$ cat src/pllcg_pkg.sv
// Purpose: Shared constants for the processor clock loop controller
// Assumes: APB slave, 32-bit data, pclk at 10 MHz
// Notes:   Register offsets are byte addresses
package pllcg_pkg;

  localparam int unsigned CLK_MHZ       = 10;
  localparam int unsigned LOCK_TIME_US  = 100;
  localparam int unsigned LOCK_CYCLES   = LOCK_TIME_US * CLK_MHZ;
  localparam int unsigned LOCK_CNT_W    = 10;

  // Register byte offsets
  localparam logic [11:0] OFS_CTRL      = 12'h000;
  localparam logic [11:0] OFS_CFG       = 12'h004;
  localparam logic [11:0] OFS_STAT      = 12'h008;

  // Control fields
  localparam int unsigned CTRL_ENA_BIT  = 0;
  localparam int unsigned CTRL_CON_BIT  = 1;

  // Config fields
  localparam int unsigned CFG_MULT_LSB  = 0;
  localparam int unsigned MULT_W        = 5;
  localparam int unsigned CFG_PDIV_LSB  = 5;
  localparam int unsigned PDIV_W        = 2;
  localparam int unsigned CFG_REF_LSB   = 8;
  localparam int unsigned REF_W         = 5;

  // Status fields
  localparam int unsigned ST_LOCK_BIT   = 0;
  localparam int unsigned ST_CONN_BIT   = 1;
  localparam int unsigned ST_OSC_OK_BIT = 2;
  localparam int unsigned ST_OUT_OK_BIT = 3;
  localparam int unsigned ST_REF_OK_BIT = 4;
  localparam int unsigned ST_MUL_OK_BIT = 5;

  // Reset values
  localparam logic [MULT_W-1:0] MULT_RST = 5'h00;
  localparam logic [PDIV_W-1:0] PDIV_RST = 2'h0;
  localparam logic [REF_W-1:0]  REF_RST  = 5'h0a;

  // Frequency limits in MHz, and the software multiplier limit
  localparam int unsigned FREQ_W        = 14;
  localparam logic [FREQ_W-1:0] REF_MIN = 14'h000a;
  localparam logic [FREQ_W-1:0] REF_MAX = 14'h0019;
  localparam logic [FREQ_W-1:0] OUT_MIN = 14'h000a;
  localparam logic [FREQ_W-1:0] OUT_MAX = 14'h0046;
  localparam logic [FREQ_W-1:0] OSC_MIN = 14'h009c;
  localparam logic [FREQ_W-1:0] OSC_MAX = 14'h0140;
  localparam logic [FREQ_W-1:0] MUL_CPU_MAX = 14'h0006;

endpackage

$ cat src/pllcg_freq_check.sv
// Purpose: Checks reference, output and oscillator band for a setting
// Assumes: Reference frequency is given by software in whole MHz
// Notes:   Flags are advisory; they lag the setting by one cycle
`timescale 1ns/1ns
module pllcg_freq_check
  import pllcg_pkg::*;
(
  input  wire logic              pclk,
  input  wire logic              presetn,
  input  wire logic [MULT_W-1:0] mult_m1,
  input  wire logic [PDIV_W-1:0] pdiv_sel,
  input  wire logic [REF_W-1:0]  ref_mhz,
  output logic                   ref_ok_r,
  output logic                   out_ok_r,
  output logic                   osc_ok_r,
  output logic                   mul_ok_r
);

  function automatic logic in_band(input logic [FREQ_W-1:0] f,
                                   input logic [FREQ_W-1:0] lo,
                                   input logic [FREQ_W-1:0] hi);
    return (f >= lo) && (f <= hi);
  endfunction

  logic [FREQ_W-1:0] mult;
  logic [FREQ_W-1:0] out_mhz;
  logic [FREQ_W-1:0] osc_mhz;
  logic              ref_ok_nxt;
  logic              out_ok_nxt;
  logic              osc_ok_nxt;
  logic              mul_ok_nxt;

  always_comb begin
    mult       = FREQ_W'(mult_m1) + 1'b1;
    out_mhz    = FREQ_W'(FREQ_W'(ref_mhz) * mult);
    // Output divide is 2 << sel, so the oscillator runs at that multiple
    // Sum widened first: two bits would wrap divide by 16 to no shift
    osc_mhz    = FREQ_W'(out_mhz << (3'(pdiv_sel) + 3'd1));
    ref_ok_nxt = in_band(FREQ_W'(ref_mhz), REF_MIN, REF_MAX);
    out_ok_nxt = in_band(out_mhz, OUT_MIN, OUT_MAX);
    osc_ok_nxt = in_band(osc_mhz, OSC_MIN, OSC_MAX);
    mul_ok_nxt = (mult <= MUL_CPU_MAX);
  end

  always_ff @(posedge pclk or negedge presetn) begin
    if (!presetn) begin
      ref_ok_r <= 1'b0;
      out_ok_r <= 1'b0;
      osc_ok_r <= 1'b0;
      mul_ok_r <= 1'b0;
    end else begin
      ref_ok_r <= ref_ok_nxt;
      out_ok_r <= out_ok_nxt;
      osc_ok_r <= osc_ok_nxt;
      mul_ok_r <= mul_ok_nxt;
    end
  end

endmodule // pllcg_freq_check

$ cat src/pllcg_lock_timer.sv
// Purpose: Counts settling time after the loop is enabled
// Assumes: enable and restart come from logic on pclk
// Notes:   Any restart or loss of enable drops lock at once
`timescale 1ns/1ns
module pllcg_lock_timer
  import pllcg_pkg::*;
(
  input  wire logic pclk,
  input  wire logic presetn,
  input  wire logic enable,
  input  wire logic restart,
  output logic      locked_r
);

  logic [LOCK_CNT_W-1:0] cnt_r;
  logic [LOCK_CNT_W-1:0] cnt_nxt;
  logic                  locked_nxt;

  always_comb begin
    cnt_nxt    = cnt_r;
    locked_nxt = locked_r;
    if (!enable || restart) begin
      cnt_nxt    = '0;
      locked_nxt = 1'b0;
    end else if (cnt_r == LOCK_CNT_W'(LOCK_CYCLES - 1)) begin
      locked_nxt = 1'b1;
    end else begin
      cnt_nxt = cnt_r + 1'b1;
    end
  end

  always_ff @(posedge pclk or negedge presetn) begin
    if (!presetn) begin
      cnt_r    <= '0;
      locked_r <= 1'b0;
    end else begin
      cnt_r    <= cnt_nxt;
      locked_r <= locked_nxt;
    end
  end

endmodule // pllcg_lock_timer

$ cat src/pllcg_top.sv
// Purpose: APB controller for the processor clock loop and source select
// Assumes: Analog loop follows the enable, multiplier and divider outputs
// Notes:   Lock is modelled by a settling timer
// Notes on behaviour
// Processor clock is the oscillator unless loop is enabled, connected and locked.
// Software keeps the reference input between 10 and 25 MHz.
// Loop multiplies its input to an output of 10 to 70 MHz.
// Multiplier 1 to 32 supported; software stays at 6 or below.
// Loop divider keeps the oscillator between 156 and 320 MHz.
// Output divider selects divide by 2, 4, 8 or 16.
// Divide of at least two gives a 50 percent duty cycle output.
// After reset the loop is disabled and bypassed until software acts.
// Software configures, enables, waits for lock, then connects.
// Lock is reached within 100 microseconds of enabling.
// Lock indication is readable by software.
//
// Register access over APB and the register addresses were chosen for this implementation.
`timescale 1ns/1ns
module pllcg_top
  import pllcg_pkg::*;
(
  input  wire logic              pclk,
  input  wire logic              presetn,
  input  wire logic              psel,
  input  wire logic              penable,
  input  wire logic              pwrite,
  input  wire logic [11:0]       paddr,
  input  wire logic [31:0]       pwdata,
  output logic      [31:0]       prdata_r,
  output logic                   pready_r,
  output logic                   pslverr_r,
  output logic                   pll_power_en_r,
  output logic                   cpu_core_clock_sel_pll_r,
  output logic      [MULT_W-1:0] pll_mult_m1_r,
  output logic      [PDIV_W-1:0] pll_post_div_sel_r,
  output logic                   pll_locked_r
);

  logic              ena_r;
  logic              ena_nxt;
  logic              con_r;
  logic              con_nxt;
  logic [MULT_W-1:0] mult_r;
  logic [MULT_W-1:0] mult_nxt;
  logic [PDIV_W-1:0] pdiv_r;
  logic [PDIV_W-1:0] pdiv_nxt;
  logic [REF_W-1:0]  ref_r;
  logic [REF_W-1:0]  ref_nxt;
  logic [31:0]       prdata_nxt;
  logic              pready_nxt;
  logic              pslverr_nxt;
  logic              sel_pll_nxt;
  logic              restart;
  logic              locked;
  logic              ref_ok;
  logic              out_ok;
  logic              osc_ok;
  logic              mul_ok;
  logic              wr_en;
  logic              mapped;
  logic [31:0]       rd_word;

  // Bus slave: one access cycle, pready raised from setup
  always_comb begin
    wr_en   = psel && penable && pready_r && pwrite;
    mapped  = 1'b1;
    rd_word = 32'h0000_0000;
    if (paddr == OFS_CTRL) begin
      rd_word[CTRL_ENA_BIT] = ena_r;
      rd_word[CTRL_CON_BIT] = con_r;
    end else if (paddr == OFS_CFG) begin
      rd_word[CFG_MULT_LSB +: MULT_W] = mult_r;
      rd_word[CFG_PDIV_LSB +: PDIV_W] = pdiv_r;
      rd_word[CFG_REF_LSB  +: REF_W]  = ref_r;
    end else if (paddr == OFS_STAT) begin
      rd_word[ST_LOCK_BIT]   = locked;
      rd_word[ST_CONN_BIT]   = cpu_core_clock_sel_pll_r;
      rd_word[ST_OSC_OK_BIT] = osc_ok;
      rd_word[ST_OUT_OK_BIT] = out_ok;
      rd_word[ST_REF_OK_BIT] = ref_ok;
      rd_word[ST_MUL_OK_BIT] = mul_ok;
    end else begin
      mapped = 1'b0;
    end
  end

  always_comb begin
    pready_nxt  = psel && !penable && !pready_r;
    prdata_nxt  = prdata_r;
    pslverr_nxt = 1'b0;
    if (psel && !penable) begin
      prdata_nxt  = pwrite ? 32'h0000_0000 : rd_word;
      pslverr_nxt = !mapped;
    end
  end

  // Register file
  always_comb begin
    ena_nxt  = ena_r;
    con_nxt  = con_r;
    mult_nxt = mult_r;
    pdiv_nxt = pdiv_r;
    ref_nxt  = ref_r;
    restart  = 1'b0;
    if (wr_en && paddr == OFS_CTRL) begin
      ena_nxt = pwdata[CTRL_ENA_BIT];
      con_nxt = pwdata[CTRL_CON_BIT];
    end
    if (wr_en && paddr == OFS_CFG) begin
      mult_nxt = pwdata[CFG_MULT_LSB +: MULT_W];
      // Two-bit field cannot encode a divide below two
      pdiv_nxt = pwdata[CFG_PDIV_LSB +: PDIV_W];
      ref_nxt  = pwdata[CFG_REF_LSB +: REF_W];
      // New setting must settle again before use
      restart  = 1'b1;
    end
  end

  // Source select follows lock, so losing lock falls back at once
  always_comb begin
    sel_pll_nxt = ena_r && con_r && locked;
  end

  always_ff @(posedge pclk or negedge presetn) begin
    if (!presetn) begin
      prdata_r                 <= 32'h0000_0000;
      pready_r                 <= 1'b0;
      pslverr_r                <= 1'b0;
      ena_r                    <= 1'b0;
      con_r                    <= 1'b0;
      mult_r                   <= MULT_RST;
      pdiv_r                   <= PDIV_RST;
      ref_r                    <= REF_RST;
      pll_power_en_r           <= 1'b0;
      cpu_core_clock_sel_pll_r <= 1'b0;
      pll_mult_m1_r            <= MULT_RST;
      pll_post_div_sel_r       <= PDIV_RST;
      pll_locked_r             <= 1'b0;
    end else begin
      prdata_r                 <= prdata_nxt;
      pready_r                 <= pready_nxt;
      pslverr_r                <= pslverr_nxt;
      ena_r                    <= ena_nxt;
      con_r                    <= con_nxt;
      mult_r                   <= mult_nxt;
      pdiv_r                   <= pdiv_nxt;
      ref_r                    <= ref_nxt;
      pll_power_en_r           <= ena_r;
      cpu_core_clock_sel_pll_r <= sel_pll_nxt;
      pll_mult_m1_r            <= mult_r;
      pll_post_div_sel_r       <= pdiv_r;
      pll_locked_r             <= locked;
    end
  end

  pllcg_lock_timer u_lock (
    .pclk     (pclk),
    .presetn  (presetn),
    .enable   (ena_r),
    .restart  (restart),
    .locked_r (locked)
  );

  pllcg_freq_check u_chk (
    .pclk     (pclk),
    .presetn  (presetn),
    .mult_m1  (mult_r),
    .pdiv_sel (pdiv_r),
    .ref_mhz  (ref_r),
    .ref_ok_r (ref_ok),
    .out_ok_r (out_ok),
    .osc_ok_r (osc_ok),
    .mul_ok_r (mul_ok)
  );

endmodule // pllcg_top

$ cat config.mk
export PLATFORM = sky130hd
export DESIGN_NAME = pllcg_top
export DESIGN_NICKNAME = d
export VERILOG_FILES = /design/src/pllcg_pkg.sv /design/src/pllcg_freq_check.sv /design/src/pllcg_lock_timer.sv /design/src/pllcg_top.sv
export SDC_FILE = /design/constraint.sdc
export NUM_CORES = 1
export LEC_CHECK = 0
export ABC_AREA = 1
export BUFFER_PORTS_ARGS = -buffer_cell sky130_fd_sc_hd__buf_4
export CAP_MARGIN = 20
export CORE_MARGIN = 2
export CORE_UTILIZATION = 55
export CTS_BUF_LIST = sky130_fd_sc_hd__clkbuf_16
export CTS_CLUSTER_DIAMETER = 60
export DETAILED_ROUTE_END_ITERATION = 8
export GPL_ROUTABILITY_DRIVEN = 0
export HOLD_SLACK_MARGIN = 0.03
export PLACE_DENSITY = 0.81
export SYNTH_ARGS = -nofsm -noshare
export SYNTH_HDL_FRONTEND = slang
export SYNTH_SLANG_ARGS = --single-unit
$ cat constraint.sdc
create_clock -name pclk -period 12 [get_ports pclk]
set_input_delay 0.6 -clock pclk [delete_from_list [all_inputs] [get_ports pclk]]
set_output_delay 0.6 -clock pclk [all_outputs]
set_load 0.01 [all_outputs]
# Word-level counts from Yosys, hierarchy flattened
# Index checks and enable logic that the tools add are counted.
# classes
n_mux,17
bitwise,0
mul,1
n_div,0
n_addsub,3
shifts,1
reduce_logical,19
n_eq_ne,4
order_cmp,7
# op_table
cell,n
10-bit 2-to-1 mux,2
5-bit 2-to-1 mux,3
"14-bit by 4-bit >= comparator with 1-bit output, second input constant",1
"14-bit by 8-bit >= comparator with 1-bit output, second input constant",1
"14-bit by 3-bit less-or-equal comparator with 1-bit output, second input constant",1
"14-bit by 7-bit less-or-equal comparator with 1-bit output, second input constant",1
"14-bit by 9-bit less-or-equal comparator with 1-bit output, second input constant",1
5-bit by 14-bit multiplier with 14-bit output,1
14-bit by 3-bit left shift with 14-bit output,1
13-bit 2-to-1 mux,1
"12-bit by 3-bit equality test with 1-bit output, second input constant",1
"12-bit by 4-bit equality test with 1-bit output, second input constant",1
1-bit logical AND,12
12-bit zero test,1
6-bit 2-to-1 mux,2
"10-bit by 1-bit adder with 10-bit output, second input constant",1
"10-bit equality test, second input constant",1
1-bit 2-to-1 mux,8
"5-bit by 1-bit adder with 6-bit output, second input constant",1
"5-bit by 4-bit >= comparator with 1-bit output, second input constant",1
"5-bit less-or-equal comparator, second input constant",1
1-bit zero test,4
"2-bit by 1-bit adder with 3-bit output, second input constant",1
2-bit 2-to-1 mux,1
other kinds (3),3
# word_totals
register_bits,73
input_bits,49
memories,0
latch_bits,0
romBits,0
ram_bits,0
word_cells,71
out_inout_bits,44

# Logic depth before layout (Yosys ltp)
# Gate-level depths: netlist of the first run.
# depth
depth_word,7
depth_mapped,24
ltp_nobuf,24

# By module
# From an unflattened synthesis of the first run, not the netlist that was laid out.
# unflattened
hier_cells,559
hier_area_um2,4063.9
# by_module_without_submodules
module,cells_each,area_per_inst_um2,instances,seq_area_each_um2
pllcg_top,202,1742.9,1,953.4
pllcg_freq_check,282,1711.6,1,100.1
pllcg_lock_timer,75,609.3,1,275.3

# Worst setup path after synthesis of the first run
# No wires, ideal clock.
# synth_timing
path_kind,register to register
startpoint,register mult_r[0]
endpoint,register u_chk.osc_ok_r
t_arrival_ns,3.897
stages_incl_launch_ff,22
required_ns,11.885
setup_ns,0.115
path_buffers,0
setup_slack_ns,7.988
cell_sequence,dfrtp_1 -> ha_1 -> xor2_1 -> inv_1 -> nor2_1 -> fa_1 -> fa_1 -> inv_1 -> fa_1 -> inv_1 -> ha_1 -> or2_4 -> nand3_2 -> nand2_1 -> nand2_1 -> nand3_1 -> nand3_1 -> nand2_1 -> a21boi_0 -> nand2_1 -> nand2_1 -> nor2_1
# synth_via
elab_chain_len,5
elab_cells_between_ends,6
classes_between,add/sub: 1; mul: 1; order compare: 2; shift: 1; reduce/logical: 1
# synth_lines
element,line,text
"start, declared",pllcg_top.sv:43,logic [MULT_W-1:0] mult_r;
"start signal, assigned",pllcg_top.sv:145,mult_r <= mult_nxt;
5-bit by 1-bit adder with 6-bit output (*),pllcg_freq_check.sv:34,mult = FREQ_W'(mult_m1) + 1'b1;
5-bit by 14-bit multiplier with 14-bit output (*),pllcg_freq_check.sv:35,out_mhz = FREQ_W'(FREQ_W'(ref_mhz) * mult);
14-bit by 3-bit left shift with 14-bit output (*),pllcg_freq_check.sv:38,osc_mhz = FREQ_W'(out_mhz << (3'(pdiv_sel) + 3'd1));
14-bit by 8-bit >= comparator with 1-bit output / 14-bit by 9-bit less-or-equal comparator with 1-bit output (equally long branches),pllcg_freq_check.sv:22,return (f >= lo) && (f <= hi);
1-bit logical AND (*),pllcg_freq_check.sv:22,
net u_chk.osc_ok_nxt,pllcg_freq_check.sv:30,logic osc_ok_nxt;
"end signal, assigned",pllcg_freq_check.sv:54,osc_ok_r <= osc_ok_nxt;
"end, declared",pllcg_freq_check.sv:15,"output logic osc_ok_r,"
# The timed path passes the listed nets; every way through them passes the cells marked *.
# A chain may end at the register's enable or synchronous reset.

# Worst setup path in the final report of the first run
# layout_timing
startpoint,register mult_r[0]
endpoint,register u_chk.out_ok_r
# layout_via
elab_chain_len,4
elab_cells_between_ends,5
classes_between,add/sub: 1; mul: 1; order compare: 2; reduce/logical: 1
# layout_lines
element,line,text
5-bit by 1-bit adder with 6-bit output (*),pllcg_freq_check.sv:34,
5-bit by 14-bit multiplier with 14-bit output (*),pllcg_freq_check.sv:35,
14-bit by 4-bit >= comparator with 1-bit output / 14-bit by 7-bit less-or-equal comparator with 1-bit output (equally long branches),pllcg_freq_check.sv:22,
1-bit logical AND (*),pllcg_freq_check.sv:22,
net u_chk.out_ok_nxt,pllcg_freq_check.sv:29,logic out_ok_nxt;
"end signal, assigned",pllcg_freq_check.sv:53,out_ok_r <= out_ok_nxt;
"end, declared",pllcg_freq_check.sv:14,"output logic out_ok_r,"
# Marked as above.

==> results.rst, run 1 <==
.. list-table::
   :header-rows: 1

   * - Metric
     - Value
   * - Ys flop type
     - sky130_fd_sc_hd__dfrtp_1
   * - Critical path endpoint category
     - register
   * - Slew headroom
     - 0.576
   * - Pwr dens
     - 84.5 mW/mm2
   * - Hold Vio Cnt, Final
     - 0
   * - Final net count
     - 662
   * - Share of synthesized flip-flops with an asynchronous set or reset
     - 1.00
   * - Count of nets left with antenna violations after detail routing
     - 0
   * - Flop pwr share
     - 0.471
   * - Flop and latch count out of synthesis
     - 53
   * - Inserted Diodes
     - 0
   * - Clock net sink count
     - 53
   * - Status
     - completed
   * - Share of power burned in combinational logic
     - 0.055
   * - Unrepaired setup endpoints after global routing
     - false
   * - Average via count per standard cell
     - 5.29
   * - Most frequently used cell type in the post-synthesis netlist
     - sky130_fd_sc_hd__nand2_1
   * - Worst R2R Setup Slack
     - 7.30 ns
   * - Number of setup violations in the final report
     - 0
   * - Number of different library cells in the post-synthesis netlist
     - 40
   * - IR Drop Worst-Case VDD
     - 0.0570 mV
   * - Synth-to-Final Area Change
     - 14.0%
   * - Net Switching
     - 0.0740 mW
   * - Top Ports
     - 93
   * - Leading cell types by total area after synthesis
     - sky130_fd_sc_hd__dfrtp_1 32%, sky130_fd_sc_hd__nand2_1 12%, sky130_fd_sc_hd__ha_1 8.2%, sky130_fd_sc_hd__nand3_1 7.1%, sky130_fd_sc_hd__nor2_1 6.9%
   * - Start-to-end type of the worst setup path
     - register to register
   * - Resized cells post-CTS
     - 0
   * - Tightest Hold Check Type
     - input port to async pin
   * - Number of buffers inserted by hold repair at cts
     - 0
   * - Detailed-routing iteration count for the pre-antenna-repair pass
     - 5
   * - Worst-case reg-to-reg path depth
     - 17
   * - Area of the mapped netlist
     - 0.00395 mm2
   * - Die Span X
     - 88.7 um
   * - Finished layout cell area
     - 0.00450 mm2
   * - Total global routing track utilization
     - 0.226
   * - Mean instance size in the synthesized netlist
     - 7.50 um2
   * - Crit Path Max Fanout
     - 10
   * - Deepest clock path buffer count
     - 2
   * - Port-buffer cells
     - 52
   * - Insertion delay to the later sink of the worst-skew pair
     - 0.29 ns
   * - DR iter-0 viols
     - 215
   * - Clock edge transition at the registers on the reported setup and hold paths
     - 0.07 ns
   * - Maximum number of pins on one net before global-route repair
     - 54
   * - Crit path arrival time
     - 4.82 ns
   * - Antenna violations before repair
     - 0
   * - Number of buffers inserted by post-CTS setup repair
     - 0
   * - Global-route wire length before repair
     - 14400 um
   * - Share of total power consumed by net switching
     - 0.194
   * - Part of the power in the clock network
     - 0.474
   * - Maximum level of the CTS H-tree
     - 2
   * - Worst-Margin Slew
     - 0.636 ns
   * - Overall die height
     - 88.7 um
   * - Worst-case clock skew
     - 0.00595 ns
   * - Die area
     - 0.00787 mm2
   * - Req. time, crit path
     - 12.12 ns
   * - Number of remaining DRC errors
     - 0
   * - Period utilisation layout
     - 0.392
   * - Pre-CTS WS
     - 7.45 ns
   * - Portion of synthesized cell area occupied by the leading cell type
     - 0.323
   * - Number of placement rows
     - 30
   * - Share of post-route cells with drive strength above 1
     - 0.132
   * - Count of warnings emitted by yosys
     - 0
   * - WL final
     - 8350 um
   * - Post-Route Setup TNS
     - 0 ns
   * - Area leader, netlist
     - sky130_fd_sc_hd__dfrtp_1
   * - Routed wire per std cell
     - 12.4 um
   * - TritonCTS clock tree
     - done
   * - Synthesized netlist cell count
     - 526
   * - Pins over their slew limit
     - 0
   * - Vias after detailed routing
     - 3553
   * - Core box area
     - 0.00687 mm2
   * - Capturing point of the worst reg2reg path
     - u_chk.out_ok_r
   * - Master cell of the clock root buffer
     - sky130_fd_sc_hd__clkbuf_16
   * - Initial standard-cell utilization of the core
     - 0.575
   * - Vias in the first global route
     - 3349
   * - Crit. Startpoint
     - mult_r[0]
   * - Number of synthesized flops with an enable pin
     - 0
   * - Internal cell power
     - 0.306 mW
   * - Post-placement cell area
     - 0.00431 mm2
   * - Number of buffers inserted during clock tree synthesis
     - 5
   * - Startpoint Class
     - register
   * - Post-layout worst setup margin
     - 7.30 ns
   * - Final Power
     - 0.380 mW
   * - Min Tclk post-route
     - 4.70 ns
   * - Grt total ovfl
     - 0
   * - Reg-to-Reg Start
     - mult_r[0]
   * - Static power due to leakage
     - 2.39 nW
   * - Most used standard cells in the synthesized netlist
     - 129 x sky130_fd_sc_hd__nand2_1, 73 x sky130_fd_sc_hd__nor2_1, 56 x sky130_fd_sc_hd__nand3_1, 54 x sky130_fd_sc_hd__inv_1, 51 x sky130_fd_sc_hd__dfrtp_1
   * - Max-cap check violation count
     - 0
   * - Sequential fraction of the synthesis area
     - 0.337
   * - Fmax achieved
     - 0.213 GHz
   * - Placed wire-length estimate
     - 6490 um
==> through the flow <==
stage          hold WS, ns   util  cells
6_report             0.322  0.655    672
5_1_grt              0.391  0.655    672
4_1_cts              0.362  0.655    672
3_5_place_dp         0.366  0.628    664
3_3_place_gp         0.360  0.628    664
2_1_floorplan        0.304      -    545
==> placed cells by master, fill, tap and decap left out, types with 4 or more instances in the layout <==
master                        n
sky130_fd_sc_hd__xor2_1       6
sky130_fd_sc_hd__fa_1        12
sky130_fd_sc_hd__clkbuf_16    5
sky130_fd_sc_hd__nand2_1    129
sky130_fd_sc_hd__conb_1      20
sky130_fd_sc_hd__nand3_1     56
sky130_fd_sc_hd__nor2_1      73
sky130_fd_sc_hd__dfrtp_1     51
sky130_fd_sc_hd__ha_1        26
sky130_fd_sc_hd__inv_1       54
sky130_fd_sc_hd__nand4_1      4
sky130_fd_sc_hd__nor3_1      11
sky130_fd_sc_hd__buf_4       52
sky130_fd_sc_hd__o21ai_0     20
sky130_fd_sc_hd__a21oi_1     20
==> worst max-delay path by stage <==
stage | to | slack, ns
after floorplan | u_chk.osc_ok_r | 7.99
after global placement | u_chk.out_ok_r | 7.52
after detailed placement | u_chk.out_ok_r | 7.45
after CTS | u_chk.out_ok_r | 7.40
after global routing | u_chk.osc_ok_r | 7.03
final | u_chk.out_ok_r | 7.30
==> layer usage <==
| metal | track usage | up-vias | wire, um | share of wire |
|---|---|---|---|---|
| met5 | 0 | - | 0 | 0 |
| met4 | 0.0799 | 0 | 177 | 0.021 |
| met3 | 0.0252 | 18 | 462 | 0.055 |
| met2 | 0.393 | 114 | 4070 | 0.49 |
| met1 | 0.291 | 1656 | 3640 | 0.44 |
| li1 | - | 1765 | - | - |
==> cells by family (layout without fill, tap and decap cells) <==
group / count (synthesis) / in the layout / synth area share
fa+ha+maj: 38 / 38 / 0.143
mux: 1 / 1 / 0.00285
buf+inv: 86 / 117 / 0.109
compound gates: 53 / 53 / 0.0751
xor+xnor: 7 / 7 / 0.0155
flops: 53 / 53 / 0.337
other cells: 1 / 20 / 0.000950
simple gates: 287 / 287 / 0.316
==> area by class of cell <==
type | instances | area (um2)
Sequential cell | 53 | 1330
Clock buffer | 5 | 125
Multi-Input combinational cell | 406 | 2260
Timing Repair Buffer | 52 | 390
Clock inverter | 3 | 65.1
Tap cell | 96 | 120
Inverter | 57 | 214
Fill cell | 595 | 2370
==> flip-flops by register name (all words and copies together) (netlist names) <==
register	cells
u_lock.locked_r	1
pll_mult_m1_r	5
con_r	1
ref_r	5
mult_r	5
u_chk.osc_ok_r	1
pready_r	1
pslverr_r	1
u_chk.out_ok_r	1
pdiv_r	2
pll_power_en_r	1
pll_post_div_sel_r	2
ena_r	1
u_chk.mul_ok_r	1
u_chk.ref_ok_r	1
cpu_core_clock_sel_pll_r	1
u_lock.cnt_r	10
prdata_r	12
pll_locked_r	1
==> power by group through the flow <==
stage / Combinational, mW / Clock, mW / Sequential, mW
final: 0.0208 / 0.180 / 0.179
after global routing: 0.0237 / 0.190 / 0.179
after CTS: 0.0210 / 0.181 / 0.179
after detailed placement: 0.0209 / 0 / 0.183
after global placement: 0.0206 / 0 / 0.183
after floorplan: 0.0133 / 0 / 0.183
==> worst max-delay path, stage by stage (launching register included) <==
cell and delay, ns:
sky130_fd_sc_hd__dfrtp_1 0.56, sky130_fd_sc_hd__nand3_1 0.18, sky130_fd_sc_hd__xor2_1 0.48, sky130_fd_sc_hd__nor2_1 0.11, sky130_fd_sc_hd__fa_1 0.48, sky130_fd_sc_hd__fa_1 0.54, sky130_fd_sc_hd__inv_1 0.05, sky130_fd_sc_hd__fa_1 0.53
sky130_fd_sc_hd__inv_1 0.04, sky130_fd_sc_hd__ha_1 0.33, sky130_fd_sc_hd__or2_4 0.29, sky130_fd_sc_hd__nand2_1 0.07, sky130_fd_sc_hd__nand2_1 0.06, sky130_fd_sc_hd__nand2_1 0.11, sky130_fd_sc_hd__nor3_1 0.07, sky130_fd_sc_hd__a21oi_1 0.10
sky130_fd_sc_hd__o21ai_0 0.09, sky130_fd_sc_hd__nor4_1 0.42
(Power assumes the default switching activity.)
==> run 2: changes to the inputs <==
--- a/config.mk
+++ b/config.mk
@@ -5,17 +5,17 @@
 export SDC_FILE = /design/constraint.sdc
 export NUM_CORES = 1
 export LEC_CHECK = 0
-export ABC_AREA = 1
+export ABC_AREA = 0
 export BUFFER_PORTS_ARGS = -buffer_cell sky130_fd_sc_hd__buf_4
 export CAP_MARGIN = 20
 export CORE_MARGIN = 2
-export CORE_UTILIZATION = 55
+export CORE_UTILIZATION = 49
 export CTS_BUF_LIST = sky130_fd_sc_hd__clkbuf_16
 export CTS_CLUSTER_DIAMETER = 60
 export DETAILED_ROUTE_END_ITERATION = 8
 export GPL_ROUTABILITY_DRIVEN = 0
 export HOLD_SLACK_MARGIN = 0.03
-export PLACE_DENSITY = 0.81
+export PLACE_DENSITY = 0.77
 export SYNTH_ARGS = -nofsm -noshare
 export SYNTH_HDL_FRONTEND = slang
 export SYNTH_SLANG_ARGS = --single-unit
==> constraint.sdc (replaced) <==
create_clock -name pclk -period 3.9 [get_ports pclk]
set_input_delay 0.195 -clock pclk [delete_from_list [all_inputs] [get_ports pclk]]
set_output_delay 0.195 -clock pclk [all_outputs]
set_load 0.01 [all_outputs]
==> run 2 against run 1 <==
Net effect: the flow now finishes with violations (setup timing); via count is 8.2% lower; worst hold slack worse by 0.19 ns; non-clock buffer count is 56 higher; largest cell class unchanged; worst setup slack worse by 7.9 ns; combinational power increased to 2.6 times the previous value; critical path depth shrank 1; highest routed layer unchanged; register-to-register slack got worse by 7.9 ns; maximum frequency is 4.2% higher.
==> results.rst, run 2 <==
.. list-table::
   :header-rows: 1

   * - Metric
     - Value
   * - Placed wire-length estimate
     - 7220 um
   * - Series of cell instances along the critical path
     - buf_4 > ha_4 > nor2b_2 > fa_1 > fa_1 > inv_1 > fa_1 > inv_2 > ha_4 > o211ai_4 > o21ai_2 > xnor2_1 > mux4_2 > mux2_4 > a211o_1 > a22oi_2
   * - Area of the mapped netlist
     - 0.00385 mm2
   * - Deepest clock path buffer count
     - 2
   * - Number of different library cells in the post-synthesis netlist
     - 64
   * - Pwr dens
     - 208 mW/mm2
   * - Max-cap check violation count
     - 0
   * - Leading registers by flop count
     - prdata_r (12), u_lock.cnt_r (10)
   * - Maximum level of the CTS H-tree
     - 2
   * - Fraction of the core area covered by cells at the end of the flow
     - 0.652
   * - WL final
     - 9400 um
   * - Final Power
     - 1.04 mW
   * - Status
     - finished, violations left
   * - Most used standard cells in the synthesized netlist
     - 51 x sky130_fd_sc_hd__dfrtp_1, 34 x sky130_fd_sc_hd__nor2_1, 26 x sky130_fd_sc_hd__ha_1, 24 x sky130_fd_sc_hd__nor2b_1, 21 x sky130_fd_sc_hd__buf_4
   * - Number of placement rows
     - 32
   * - Global-route wire length before repair
     - 15400 um
   * - Top Ports
     - 93
   * - Flop and latch count out of synthesis
     - 53
   * - Area leader, netlist
     - sky130_fd_sc_hd__dfrtp_1
   * - Overall die height
     - 92.6 um
   * - Fmax achieved
     - 0.222 GHz
   * - Startpoint Class
     - register
   * - Grt total ovfl
     - 0
   * - Critical path endpoint category
     - register
   * - Req. time, crit path
     - 4.11 ns
   * - Initial standard-cell utilization of the core
     - 0.503
   * - Post-placement cell area
     - 0.00467 mm2
   * - Number of buffers inserted during clock tree synthesis
     - 5
   * - Worst-case clock skew
     - 0.00709 ns
   * - Hold Vio Cnt, Final
     - 0
   * - Antenna violations before repair
     - 0
   * - TritonCTS clock tree
     - done
   * - Worst-Margin Slew
     - 0.952 ns
   * - Vias after detailed routing
     - 3260
   * - Die Span X
     - 92.6 um
   * - Count of warnings emitted by yosys
     - 0
   * - Clock net sink count
     - 53
   * - Number of remaining DRC errors
     - 0
   * - Clock edge transition at the registers on the reported setup and hold paths
     - 0.07 ns
   * - Share of power burned in combinational logic
     - 0.052
   * - Buf/Inv on CP
     - 3
   * - Core box area
     - 0.00765 mm2
   * - Static power due to leakage
     - 2.41 nW
   * - Flop pwr share
     - 0.531
   * - Share of total power consumed by net switching
     - 0.221
   * - Net Switching
     - 0.229 mW
   * - Synthesized netlist cell count
     - 390
   * - Synth-to-Final Area Change
     - 29.6%
   * - Critical path's slowest cell
     - sky130_fd_sc_hd__fa_1
   * - Portion of synthesized cell area occupied by the leading cell type
     - 0.332
   * - Share of post-route cells with drive strength above 1
     - 0.345
   * - Total global routing track utilization
     - 0.226
   * - Delay-heaviest family, CP
     - adder cells
   * - # placed instances
     - 582
   * - Layout filler cell count
     - 553
   * - Leading cell types by total area after synthesis
     - sky130_fd_sc_hd__dfrtp_1 33%, sky130_fd_sc_hd__ha_1 8.5%, sky130_fd_sc_hd__fa_1 6.2%, sky130_fd_sc_hd__mux2_2 4.4%, sky130_fd_sc_hd__buf_4 4.1%
   * - Maximum number of pins on one net before global-route repair
     - 54
   * - Port-buffer cells
     - 52
   * - Finished layout cell area
     - 0.00498 mm2
   * - Number of synthesized flops with an enable pin
     - 0
   * - Pins over their slew limit
     - 0
   * - Slew headroom
     - 0.365
   * - Violated checks
     - setup timing
   * - Final net count
     - 579
   * - Start-to-end type of the worst setup path
     - register to register
   * - Share of synthesized flip-flops with an asynchronous set or reset
     - 1.00
   * - Part of the power in the clock network
     - 0.417
   * - Ys flop type
     - sky130_fd_sc_hd__dfrtp_1
   * - Post-layout worst setup margin
     - -0.610 ns
   * - Period utilisation layout
     - 1.16
   * - Count of nets left with antenna violations after detail routing
     - 0
   * - Most used cell, CP
     - sky130_fd_sc_hd__fa_1
   * - Internal cell power
     - 0.809 mW
   * - Average via count per standard cell
     - 5.48
   * - Crit path arrival time
     - 4.72 ns
   * - Mean instance size in the synthesized netlist
     - 9.86 um2
   * - Min Tclk post-route
     - 4.51 ns
   * - Insertion delay to the later sink of the worst-skew pair
     - 0.29 ns
   * - Number of setup violations in the final report
     - 2
   * - Sequential fraction of the synthesis area
     - 0.345
   * - Vias in the first global route
     - 3241
   * - Inserted Diodes
     - 0
   * - Register ranked first by flip-flop count
     - prdata_r
   * - Routed wire per std cell
     - 15.8 um
   * - Most frequently used cell type in the post-synthesis netlist
     - sky130_fd_sc_hd__dfrtp_1
   * - Number of flip-flops in the largest register
     - 12
   * - Detailed-routing iteration count for the pre-antenna-repair pass
     - 5
   * - Master cell of the clock root buffer
     - sky130_fd_sc_hd__clkbuf_16
   * - Longest individual stage delay on the worst path
     - 0.54 ns
   * - Tightest Hold Check Type
     - input port to register
   * - Most frequent standard cell in the layout excluding fill and tap cells
     - sky130_fd_sc_hd__buf_4
   * - Most used cells in the layout excluding fill and tap cells
     - 107 x sky130_fd_sc_hd__buf_4, 48 x sky130_fd_sc_hd__dfrtp_1, 34 x sky130_fd_sc_hd__nor2_1
   * - DR iter-0 viols
     - 135
   * - Crit Path Max Fanout
     - 5
   * - Unrepaired setup endpoints after global routing
     - true
   * - Filler-free cell count of the finished design
     - 595
   * - IR Drop Worst-Case VDD
     - 0.161 mV
   * - Die area
     - 0.00857 mm2
## run 2: area by class of cell
type / count / area, um2 / share of cell area
tap: 102 / 128 / 0.0256
inverter: 17 / 63.8 / 0.0128
multi-input combinational: 307 / 2500 / 0.502
clock buffer: 5 / 125 / 0.0251
clock inverter: 3 / 18.8 / 0.00377
sequential: 53 / 1330 / 0.267
timing repair buffer: 108 / 813 / 0.163
## run 2: worst paths after layout
path | from | endpoint | slack (ns) | cells after the start
worst min-delay path | pwdata[10] | ref_r[2] | 0.14 | 2
worst min register to register | u_lock.locked_r | pll_locked_r | 0.39 | 0
max in group asynchronous | presetn | mult_r[0] | 2.93 | 2
worst max-delay path | mult_r[0] | u_chk.osc_ok_r | -0.61 | 16
min in group asynchronous | presetn | u_lock.cnt_r[2] | 0.49 | 2
worst max register to register | mult_r[0] | u_chk.osc_ok_r | -0.61 | 16
## run 2: kinds of logic (layout without fill, tap and decap cells)
| family | after synthesis | after routing | share of synthesized area |
|---|---|---|---|
| AND/OR/NAND/NOR | 127 | 127 | 0.170 |
| AO/OA/AOI/OAI | 83 | 83 | 0.158 |
| flip-flops | 53 | 53 | 0.345 |
| buffers and inverters | 49 | 133 | 0.0742 |
| adder cells (fa/ha/maj) | 38 | 38 | 0.147 |
| multiplexers | 22 | 22 | 0.0654 |
| XOR/XNOR | 17 | 17 | 0.0387 |
| other | 1 | 20 | 0.000975 |
## run 2: stage by stage
| step | TNS (ns) | setup WS [ns] | hold WS [ns] |
|---|---|---|---|
| 2_1_floorplan | -0.553 | -0.548 | -0.101 |
| 3_3_place_gp | -1.10 | -0.577 | 0.266 |
| 3_5_place_dp | -1.29 | -0.691 | 0.275 |
| 4_1_cts | -0.902 | -0.570 | 0.133 |
| 5_1_grt | -1.23 | -0.709 | 0.131 |
| 6_report | -0.982 | -0.610 | 0.136 |
## run 2: repair_timing
item | 4_1_cts | 5_1_grt
pin swaps | 3 | 3
resized for setup | 14 | 10
cloned | 0 | 0
hold buffers | 1 | 0
hold endpoints to repair | 51 | 0
setup endpoints to repair | 2 | 2
setup buffers | 3 | 1
## run 2: layer usage
metal / global-route usage / wire, um
met5: 0 / 0
met4: 0.0771 / 212
met3: 0.0301 / 413
met2: 0.395 / 4800
met1: 0.289 / 3970
## run 2: power groups by stage
stage / Combinational (mW) / Sequential [mW] / Clock, mW
2_1_floorplan: 0.0305 / 0.562 / 0
3_3_place_gp: 0.0522 / 0.562 / 0
3_5_place_dp: 0.0530 / 0.562 / 0
4_1_cts: 0.0540 / 0.551 / 0.439
5_1_grt: 0.0596 / 0.551 / 0.460
6_report: 0.0538 / 0.551 / 0.432
==> run 3: changes to the inputs <==
--- a/config.mk
+++ b/config.mk
@@ -15,7 +15,8 @@
 export DETAILED_ROUTE_END_ITERATION = 8
 export GPL_ROUTABILITY_DRIVEN = 0
 export HOLD_SLACK_MARGIN = 0.03
-export PLACE_DENSITY = 0.77
+export PLACE_DENSITY = 0.8
+export SETUP_SLACK_MARGIN = 0.05
 export SYNTH_ARGS = -nofsm -noshare
 export SYNTH_HDL_FRONTEND = slang
 export SYNTH_SLANG_ARGS = --single-unit
==> run 3 against run 2 <==
Net effect: cell count decreased by 0.17%; global-route usage increased by 0.16 points; critical path depth increased by 1; total power increased by 4.3%; clock power increased by 10%; clock skew decreased by 0.0051 ns; highest routed layer unchanged; maximum frequency increased by 0.31%; flip-flop and latch count unchanged; the flow still finishes with violations (setup timing); largest power group unchanged; register-to-register slack about the same; clock-buffer cell count unchanged; combinational power about the same.
==> results.rst, run 3 (synthesized netlist as in run 2, its figures left out) <==
.. list-table::
   :header-rows: 1

   * - Metric
     - Value
   * - Status
     - finished, violations left
   * - Period utilisation layout
     - 1.15
   * - Series of cell instances along the critical path
     - ha_4 > xor2_4 > and2_4 > fa_1 > fa_1 > inv_1 > fa_1 > inv_2 > ha_4 > buf_4 > nor3b_1 > a211oi_2 > a31oi_4 > o31a_2 > a221oi_1 > o211ai_1 > a22oi_2
   * - Number of buffers inserted during clock tree synthesis
     - 5
   * - Number of flip-flops in the largest register
     - 12
   * - Grt total ovfl
     - 0
   * - Slew headroom
     - 0.217
   * - Initial standard-cell utilization of the core
     - 0.503
   * - Number of placement rows
     - 32
   * - Maximum number of pins on one net before global-route repair
     - 54
   * - Min Tclk post-route
     - 4.50 ns
   * - Detailed-routing iteration count for the pre-antenna-repair pass
     - 4
   * - Fmax achieved
     - 0.222 GHz
   * - Req. time, crit path
     - 4.11 ns
   * - IR Drop Worst-Case VDD
     - 0.179 mV
   * - Leading registers by flop count
     - prdata_r (12), u_lock.cnt_r (10)
   * - Synth-to-Final Area Change
     - 30.3%
   * - Worst hold stages
     - 2
   * - Average via count per standard cell
     - 5.58
   * - Post-Route Setup TNS
     - -1.03 ns
   * - Pins over their slew limit
     - 0
   * - Clock net sink count
     - 53
   * - Buf/Inv on CP
     - 3
   * - Number of setup violations in the final report
     - 2
   * - Inserted Diodes
     - 0
   * - Insertion delay to the later sink of the worst-skew pair
     - 0.28 ns
   * - Placed wire-length estimate
     - 7050 um
   * - Worst R2R Setup Slack
     - -0.60 ns
   * - Number of remaining DRC errors
     - 0
   * - Capturing point of the worst reg2reg path
     - u_chk.osc_ok_r
   * - Critical path's slowest cell
     - sky130_fd_sc_hd__fa_1
   * - Die area
     - 0.00857 mm2
   * - Worst-Margin Slew
     - 1.17 ns
   * - Min-delay src
     - pwdata[12]
   * - Final Hold Slack
     - 0.141 ns
   * - Die Span X
     - 92.6 um
   * - Violated checks
     - setup timing
   * - Most used cells in the layout excluding fill and tap cells
     - 104 x sky130_fd_sc_hd__buf_4, 48 x sky130_fd_sc_hd__dfrtp_1, 34 x sky130_fd_sc_hd__nor2_1
   * - Pre-CTS WS
     - -0.678 ns
   * - Master cell of the clock root buffer
     - sky130_fd_sc_hd__clkbuf_16
   * - Worst-case reg-to-reg path depth
     - 17
   * - Pwr dens
     - 216 mW/mm2
   * - Most used cell, CP
     - sky130_fd_sc_hd__fa_1
   * - Vias after detailed routing
     - 3315
   * - Worst Hold Path EP
     - ref_r[4]
   * - Core box area
     - 0.00765 mm2
   * - Max-cap check violation count
     - 0
   * - Vias in the first global route
     - 3220
   * - Delay-heaviest family, CP
     - adder cells
   * - TritonCTS clock tree
     - done
   * - Routed wire per std cell
     - 16.8 um
   * - Crit Path Max Fanout
     - 6
   * - Antenna violations before repair
     - 0
   * - DR iter-0 viols
     - 174
   * - Longest individual stage delay on the worst path
     - 0.52 ns
   * - Hold Vio Cnt, Final
     - 0
   * - Post-layout worst setup margin
     - -0.596 ns
   * - Reg-to-Reg Start
     - mult_r[0]
   * - Most frequent standard cell in the layout excluding fill and tap cells
     - sky130_fd_sc_hd__buf_4
   * - # placed instances
     - 578
   * - Maximum level of the CTS H-tree
     - 2
   * - Clock edge transition at the registers on the reported setup and hold paths
     - 0.06 ns
   * - Register ranked first by flip-flop count
     - prdata_r
   * - Static power due to leakage
     - 2.44 nW
   * - WL final
     - 9980 um
   * - Total global routing track utilization
     - 0.228
   * - Crit path arrival time
     - 4.70 ns
   * - Tightest Hold Check Type
     - input port to register
   * - Top Ports
     - 93
   * - Critical path endpoint category
     - register
   * - Start-to-end type of the worst setup path
     - register to register
   * - Deepest clock path buffer count
     - 2
   * - Share of post-route cells with drive strength above 1
     - 0.348
   * - Global-route wire length before repair
     - 15700 um
   * - Count of nets left with antenna violations after detail routing
     - 0
   * - Filler-free cell count of the finished design
     - 594
   * - Unrepaired setup endpoints after global routing
     - true
   * - Port-buffer cells
     - 52
   * - Startpoint Class
     - register
   * - Worst-case clock skew
     - 0.00198 ns
   * - Overall die height
     - 92.6 um
   * - Final net count
     - 578
[run 3: power by group]
part	switching [mW]	internal, mW
Combinational	0.0319	0.0222
Sequential	0.000731	0.551
Clock	0.179	0.298
[run 3: metrics by stage]
step / cell area [um2] / utilization / total power [mW]
after detailed placement: 4640 / 0.607 / 0.615
after floorplan: 3990 / - / 0.593
after global routing: 5010 / 0.655 / 1.12
after global placement: 4640 / 0.607 / 0.614
final: 5010 / 0.655 / 1.08
after CTS: 4930 / 0.645 / 1.09
[run 3: area by class of cell]
| cell class | instances | area (um2) |
|---|---|---|
| clock inverter | 3 | 37.5 |
| multi-input combinational | 307 | 2500 |
| fill | 551 | 2640 |
| inverter | 17 | 63.8 |
| tap | 102 | 128 |
| sequential | 53 | 1330 |
| timing repair buffer | 107 | 822 |
| clock buffer | 5 | 125 |
[run 3: how the worst max path moves through the flow]
stage | startpoint | to | slack (ns) | cells past startpoint
after floorplan | mult_r[0] | u_chk.osc_ok_r | -0.55 | 15
after global placement | mult_r[0] | u_chk.osc_ok_r | -0.59 | 16
after detailed placement | mult_r[1] | u_chk.osc_ok_r | -0.68 | 16
after CTS | mult_r[0] | u_chk.osc_ok_r | -0.53 | 16
after global routing | mult_r[1] | u_chk.osc_ok_r | -0.79 | 17
final | mult_r[0] | u_chk.osc_ok_r | -0.60 | 17
[run 3: repair_timing]
| action | in CTS | in global routing |
|---|---|---|
| gates resized for setup | 18 | 10 |
| pin swaps | 9 | 11 |
| setup buffers | 3 | 3 |
| hold endpoints to repair | 51 | 0 |
| hold buffers | 1 | 0 |
| endpoints found under the setup margin | 2 | 2 |
[run 3: per-layer routing]
metal	track usage	wire (um)	vias to the layer above
li1	-	-	1545
met1	0.288	4050	1638
met2	0.408	5230	117
met3	0.0317	497	15
met4	0.0597	202	0
met5	0	0	-
